## src/rtl/ext_irq_pkg.sv

```systemverilog
// Purpose: Shared constants for the eight-channel external interrupt block.
// Assumes: Plain register port with 8-bit data in the low bits of each word.
// Notes: Offsets are word indices on the plain register port.
`default_nettype none
package ext_irq_pkg;
  localparam int NUM_CHAN = 8;
  localparam int ADDR_W = 4;
  localparam int DATA_W = 8;
  localparam logic [ADDR_W-1:0] OFS_ENABLE = 4'h0;
  localparam logic [ADDR_W-1:0] OFS_FLAGS = 4'h1;
  localparam logic [ADDR_W-1:0] OFS_POLARITY = 4'h2;
  localparam logic [ADDR_W-1:0] OFS_DIRECTION = 4'h3;
  localparam logic [ADDR_W-1:0] OFS_EVT_STATUS = 4'h4;
  localparam logic [ADDR_W-1:0] OFS_EVT_CLEAR = 4'h5;
  localparam logic [ADDR_W-1:0] OFS_EVT_ENABLE = 4'h6;
  localparam logic [DATA_W-1:0] RST_ENABLE = 8'h00;
  localparam logic [DATA_W-1:0] RST_FLAGS = 8'h00;
  localparam logic [DATA_W-1:0] RST_POLARITY = 8'h00;
  localparam logic [DATA_W-1:0] RST_DIRECTION = 8'h00;
  localparam logic [DATA_W-1:0] RST_EVT = 8'h00;
  localparam logic [DATA_W-1:0] UNMAPPED_READ = 8'h00;
endpackage : ext_irq_pkg
`default_nettype wire

```

## src/rtl/port_ext_irq_edge_detect.sv

```systemverilog
// Purpose: Edge-detecting external interrupt logic for eight port pins.
// Assumes: Pins are synchronous to sys_clk; one sys_clk domain; sync reset.
// Notes: Edge events also set sticky status bits for a second, maskable line.
// Notes on behaviour
// - Each channel has one enable bit, 0 disables and 1 enables its interrupt.
// - A pin edge of the selected polarity sets that channel's flag when its direction bit is 0 (input).
// - A flag stays set until software writes it to zero.
// - A flag set by software raises a request just like an edge when enabled.
// - Polarity bit 0 selects rising edges and 1 selects falling edges.
// - Each polarity bit affects only its own channel.
`default_nettype none
module port_ext_irq_edge_detect
  import ext_irq_pkg::*;
#(
  parameter int CHANNELS = NUM_CHAN
) (
  // Clock and reset
  input wire logic sys_clk,
  input wire logic reset,
  // Register port
  input wire logic [ADDR_W-1:0] reg_addr,
  input wire logic [DATA_W-1:0] reg_wdata,
  input wire logic reg_wr,
  input wire logic reg_rd,
  output logic [DATA_W-1:0] reg_rdata,
  // Port pins
  input wire logic [CHANNELS-1:0] ext_pin,
  // Interrupt lines
  output logic irq_req,
  output logic evt_irq
);

  logic [CHANNELS-1:0] ext_irq_enable_reg_q;
  logic [CHANNELS-1:0] ext_irq_flag_reg_q;
  logic [CHANNELS-1:0] ext_irq_flag_reg_d;
  logic [CHANNELS-1:0] ext_irq_polarity_reg_q;
  logic [CHANNELS-1:0] pin_direction_reg_q;
  logic [CHANNELS-1:0] evt_status_q;
  logic [CHANNELS-1:0] evt_enable_q;
  logic [CHANNELS-1:0] pin_prev_q;
  logic [CHANNELS-1:0] edge_hit;
  logic [DATA_W-1:0] reg_rdata_q;
  logic irq_req_q;
  logic evt_irq_q;
  logic [CHANNELS-1:0] wr_flags;
  logic [CHANNELS-1:0] wr_clear;
  logic [CHANNELS-1:0] ext_irq_enable_reg_d;
  logic [CHANNELS-1:0] evt_enable_d;

  function automatic logic hit_at(input logic [ADDR_W-1:0] a, input logic [ADDR_W-1:0] ofs);
    return a == ofs;
  endfunction : hit_at

  function automatic logic [DATA_W-1:0] widen(input logic [CHANNELS-1:0] v);
    logic [DATA_W-1:0] r;
    r = '0;
    r[CHANNELS-1:0] = v;
    return r;
  endfunction : widen

  assign wr_flags = (reg_wr && hit_at(reg_addr, OFS_FLAGS)) ? '1 : '0;
  assign wr_clear = (reg_wr && hit_at(reg_addr, OFS_EVT_CLEAR)) ?
                    reg_wdata[CHANNELS-1:0] : '0;
  assign ext_irq_enable_reg_d = (reg_wr && hit_at(reg_addr, OFS_ENABLE)) ?
                                reg_wdata[CHANNELS-1:0] : ext_irq_enable_reg_q;
  assign evt_enable_d = (reg_wr && hit_at(reg_addr, OFS_EVT_ENABLE)) ?
                        reg_wdata[CHANNELS-1:0] : evt_enable_q;

  // Pin history follows the pins even in reset, so a pin that idles high
  // gives no false edge when reset is released.
  always_ff @(posedge sys_clk) begin
    pin_prev_q <= ext_pin;
  end

  always_comb begin
    for (int i = 0; i < CHANNELS; i++) begin
      edge_hit[i] = !pin_direction_reg_q[i] &&
                    (ext_irq_polarity_reg_q[i] ? (pin_prev_q[i] && !ext_pin[i])
                                               : (!pin_prev_q[i] && ext_pin[i]));
    end
  end

  always_ff @(posedge sys_clk) begin
    if (reset) begin
      ext_irq_enable_reg_q <= RST_ENABLE[CHANNELS-1:0];
    end else if (reg_wr && hit_at(reg_addr, OFS_ENABLE)) begin
      ext_irq_enable_reg_q <= reg_wdata[CHANNELS-1:0];
    end
  end

  always_ff @(posedge sys_clk) begin
    if (reset) begin
      ext_irq_polarity_reg_q <= RST_POLARITY[CHANNELS-1:0];
    end else if (reg_wr && hit_at(reg_addr, OFS_POLARITY)) begin
      ext_irq_polarity_reg_q <= reg_wdata[CHANNELS-1:0];
    end
  end

  always_ff @(posedge sys_clk) begin
    if (reset) begin
      pin_direction_reg_q <= RST_DIRECTION[CHANNELS-1:0];
    end else if (reg_wr && hit_at(reg_addr, OFS_DIRECTION)) begin
      pin_direction_reg_q <= reg_wdata[CHANNELS-1:0];
    end
  end

  // sticky flags, software write, edge wins
  // An edge in the cycle of a clearing write still sets the flag, so no event is lost.
  always_comb begin
    ext_irq_flag_reg_d = (ext_irq_flag_reg_q & ~wr_flags) |
                         (reg_wdata[CHANNELS-1:0] & wr_flags) | edge_hit;
  end

  always_ff @(posedge sys_clk) begin
    if (reset) begin
      ext_irq_flag_reg_q <= RST_FLAGS[CHANNELS-1:0];
    end else begin
      ext_irq_flag_reg_q <= ext_irq_flag_reg_d;
    end
  end

  // Event status, write-one clear, set wins.
  always_ff @(posedge sys_clk) begin
    if (reset) begin
      evt_status_q <= RST_EVT[CHANNELS-1:0];
    end else begin
      evt_status_q <= (evt_status_q & ~wr_clear) | edge_hit;
    end
  end

  always_ff @(posedge sys_clk) begin
    if (reset) begin
      evt_enable_q <= RST_EVT[CHANNELS-1:0];
    end else if (reg_wr && hit_at(reg_addr, OFS_EVT_ENABLE)) begin
      evt_enable_q <= reg_wdata[CHANNELS-1:0];
    end
  end

  // request from next flag state
  // Next flags and enables keep the output registered yet aligned with both.
  always_ff @(posedge sys_clk) begin
    if (reset) begin
      irq_req_q <= 1'b0;
    end else begin
      irq_req_q <= |(ext_irq_flag_reg_d & ext_irq_enable_reg_d);
    end
  end

  always_ff @(posedge sys_clk) begin
    if (reset) begin
      evt_irq_q <= 1'b0;
    end else begin
      evt_irq_q <= |(((evt_status_q & ~wr_clear) | edge_hit) & evt_enable_d);
    end
  end

  // Read data stands one cycle after the strobe and reads zero otherwise.
  always_ff @(posedge sys_clk) begin
    if (reset) begin
      reg_rdata_q <= '0;
    end else if (reg_rd) begin
      case (reg_addr)
        OFS_ENABLE: reg_rdata_q <= widen(ext_irq_enable_reg_q);
        OFS_FLAGS: reg_rdata_q <= widen(ext_irq_flag_reg_q);
        OFS_POLARITY: reg_rdata_q <= widen(ext_irq_polarity_reg_q);
        OFS_DIRECTION: reg_rdata_q <= widen(pin_direction_reg_q);
        OFS_EVT_STATUS: reg_rdata_q <= widen(evt_status_q);
        OFS_EVT_ENABLE: reg_rdata_q <= widen(evt_enable_q);
        default: reg_rdata_q <= UNMAPPED_READ;
      endcase
    end else begin
      reg_rdata_q <= '0;
    end
  end

  assign reg_rdata = reg_rdata_q;
  assign irq_req = irq_req_q;
  assign evt_irq = evt_irq_q;
endmodule : port_ext_irq_edge_detect
`default_nettype wire
```

## config.mk

```make
export PLATFORM = sky130hd
export DESIGN_NAME = port_ext_irq_edge_detect
export DESIGN_NICKNAME = d
export VERILOG_FILES = /design/src/rtl/ext_irq_pkg.sv /design/src/rtl/port_ext_irq_edge_detect.sv
export SDC_FILE = /design/constraint.sdc
export NUM_CORES = 1
export LEC_CHECK = 0
export ABC_AREA = 1
export ABC_CLOCK_PERIOD_IN_PS = 2600
export CAP_MARGIN = 20
export CORE_ASPECT_RATIO = 0.75
export CORE_MARGIN = 10
export CORE_UTILIZATION = 60
export DETAILED_ROUTE_END_ITERATION = 10
export DONT_BUFFER_PORTS = 1
export PLACE_DENSITY = 0.76
export SKIP_LAST_GASP = 1
export SLEW_MARGIN = 20
export SYNTH_ARGS = -nofsm -noshare
export SYNTH_HDL_FRONTEND = slang
export SYNTH_SLANG_ARGS = --single-unit
```

## constraint.sdc

```tcl
create_clock -name sys_clk -period 2.6 [get_ports sys_clk]
set_input_delay 0.26 -clock sys_clk [delete_from_list [all_inputs] [get_ports sys_clk]]
set_output_delay 0.26 -clock sys_clk [all_outputs]
set_load 0.005 [all_outputs]
```

==> impl_metrics.toml <==
[status]
outcome = "finished clean"

[placement]
hpwl_um = 5450
pre_cts_slack_ns = 0.821
portBuffers = 0
gp_congestion = 0.874
dp.cells = 485

[logic_synthesis]
synth_fa_ha_area_share_pct = 0
synthMuxAreaShare_pct = 0
post_synth_and_or_nand_nor_area_fraction_pct = 29.8
synth_top_family_by_area = "simple AND/OR/NAND/NOR gates"
synth_cells = 435
synth_area_leaders = "dfxtp_1, nand2_1, inv_1, o21ai_0, nand3_1"
ys_seq_elements = 66
ys_warn_count = 0
yosysTopAreaCell = "dfxtp_1"
syn-mean-instance-area_um2 = 6.91
ys_seq_area_share_pct = 44.0
synth_edf_count = 0
synth-compound-area-share_pct = 15.4
synth_top_cell_area_share_pct = 44.0
synth_area_um2 = 3010
synth_xor_xnor_area_share_pct = 0
async_flop_share_pct = 0
synth_nets = 459
yosys.cell_types.count = 26
synth_flop_cell = "dfxtp_1"

[global_routing]
grt_usage_pct = 20.4
grt_pass1_wl_um = 12800
antenna_found_initial = 0
grt_overflow = 0
grt_max_degree = 27
grt_pass1_vias = 2508

[clock_tree]
clockRootBuffer = "clkbuf_8"
postCtsSetupBuffers = 0
cts.sinks = 66
cts_htree_levels = 3
cts-buffers-inserted = 9
clockBufferDepth = 2
cts_resized = 0
clock_latency_ns = 0.35
cts_tree = "built"
cts-hold-fix-buffers = 9
clk_pin_slew_worst_paths_ns = 0.07

[die]
io_pins = 34
start_util_pct = 61.7
die_w_um = 102
chipHeight_um = 81.3
die-area_um2 = 8270
coreArea_um2 = 4870
rows = 22

[final_layout]
drive_gt1_share_pct = 8.24
final_common_cell = "nand2_1"
num_antenna_cells = 0
fill_cells = 433
utilization_pct = 67.9
area_growth_pct = 10.1
final_cell_mix = "nand2_1, inv_1, dfxtp_1, o21ai_0, nand3_1"
stdcell_count = 509
fin_nets = 469

[power_and_ir_drop]
finalPower_mw = 2.06
powerDensity_nw_per_um2 = 623
irDropWorstVdd_mv = 0.605
p_leak_nw = 1.42

[sta]
rsz0062_at_grt = "false"
finalClockSkew_ns = 0.00972
drv_slew = 0
period_minus_slack_ns = 1.54
worstMarginPinSlew_ns = 1.01
finalCritPeriodShare_pct = 59.3
setup_viol = 0
setup_ws_ns = 1.06
fin_tns_setup_ns = 0
hold_violations = 0
clock.fmax_mhz = 649
max-slew-margin-rel_pct = 32.3

[setup_path]
critPathMaxFanout = 13
critPathKind = "in -> reg"
critPathBufInv = 1
path_cells = "nor2_2 -> nand3_2 -> inv_1 -> o21ai_0 -> nand2_1 -> nand2_1 -> nor2_1 -> a21oi_1"
cpPeakStageDelay_ns = 0.39
crit_path_end_kind = "flip-flop"
cp_common_cell = "nand2_1"
required_ns = 2.78
crit_family = "simple AND/OR/NAND/NOR gates"
crit_path_top_delay_cell = "nor2_2"
cp.arrival_ns = 1.72
cp-start-kind = "primary input"

[drt]
drtAntennaViolNets = 0
drc = 0
dr.pass1.iters = 5
routedWlPerCell_um = 15.9
wl_um = 8070
viasPerCell = 5.55
num_vias = 2825
drtIter0Drc = 366

[hold_path]
hold_class = "in -> reg"

[run]
cap_violations = 0
[synth_stat cells (all sizes together), types with 3 or more instances]
master and count:
inv 67, nor2 35, nor3 3, buf 9
o21ai 47, o22ai 5, clkbuf 4, nand3 43
a21oi 26, a31oi 6, nand2 122, dfxtp 66
[registers in the layout, indices dropped and copies added (netlist names)]
| register | count |
|---|---|
| ext_irq_enable_reg_q | 8 |
| reg_rdata | 8 |
| evt_irq | 1 |
| evt_enable_q | 8 |
| evt_status_q | 8 |
| ext_irq_polarity_reg_q | 8 |
| irq_req | 1 |
| ext_irq_flag_reg_q | 8 |
| pin_prev_q | 8 |
| pin_direction_reg_q | 8 |
[logic make-up after synthesis]
group                  after synthesis
AOI/OAI and AO/OA                   85
buffers and inverters               80
DFF                                 66
and+or+nand+nor                    204
[routing by layer]
layer / part of all wire [%] / vias up / track usage (%)
li1: - / 1402 / -
met1: 43 / 1271 / 25.1
met2: 44 / 139 / 31.6
met3: 11 / 13 / 8.23
met4: 1.6 / 0 / 7.41
met5: 0 / - / 0
[final cells by class]
| cell class | instances | area, µm² | share of cell area, % |
|---|---|---|---|
| multi-input cells | 289 | 1360 | 41.1 |
| flip-flops and latches | 66 | 1320 | 39.9 |
| inverters | 67 | 251 | 7.60 |
| clock buffers | 13 | 179 | 5.41 |
| repair buffers | 12 | 113 | 3.40 |
| well taps | 60 | 75.1 | 2.27 |
| clock inverters | 2 | 10.0 | 0.302 |
[power by group]
group	internal, mW	total, mW	leakage (nW)	switching, mW
clock network	0.442	0.815	0.101	0.373
logic	0.0597	0.179	0.777	0.119
registers	1.05	1.07	0.540	0.0184
[final timing paths]
check / start / endpoint / slack [ns] / depth (start not counted)
setup / recovery: reg_addr[3] / irq_req / 1.06 / 8
hold / removal: reg_wdata[5] / ext_irq_polarity_reg_q[5] / 0.1 / 2
setup reg to reg: pin_prev_q[1] / irq_req / 1.32 / 8
hold reg to reg: pin_direction_reg_q[4] / pin_direction_reg_q[4] / 0.49 / 2
[stage by stage]
| stage | hold WS, ns | area [µm²] |
|---|---|---|
| 2_1_floorplan | 0.288 | 3010 |
| 3_3_place_gp | 0.288 | 3030 |
| 3_5_place_dp | 0.288 | 3030 |
| 4_1_cts | 0.0923 | 3310 |
| 5_1_grt | 0.102 | 3310 |
| 6_report | 0.0997 | 3310 |
No activity file was read; power rests on OpenSTA's default activity.
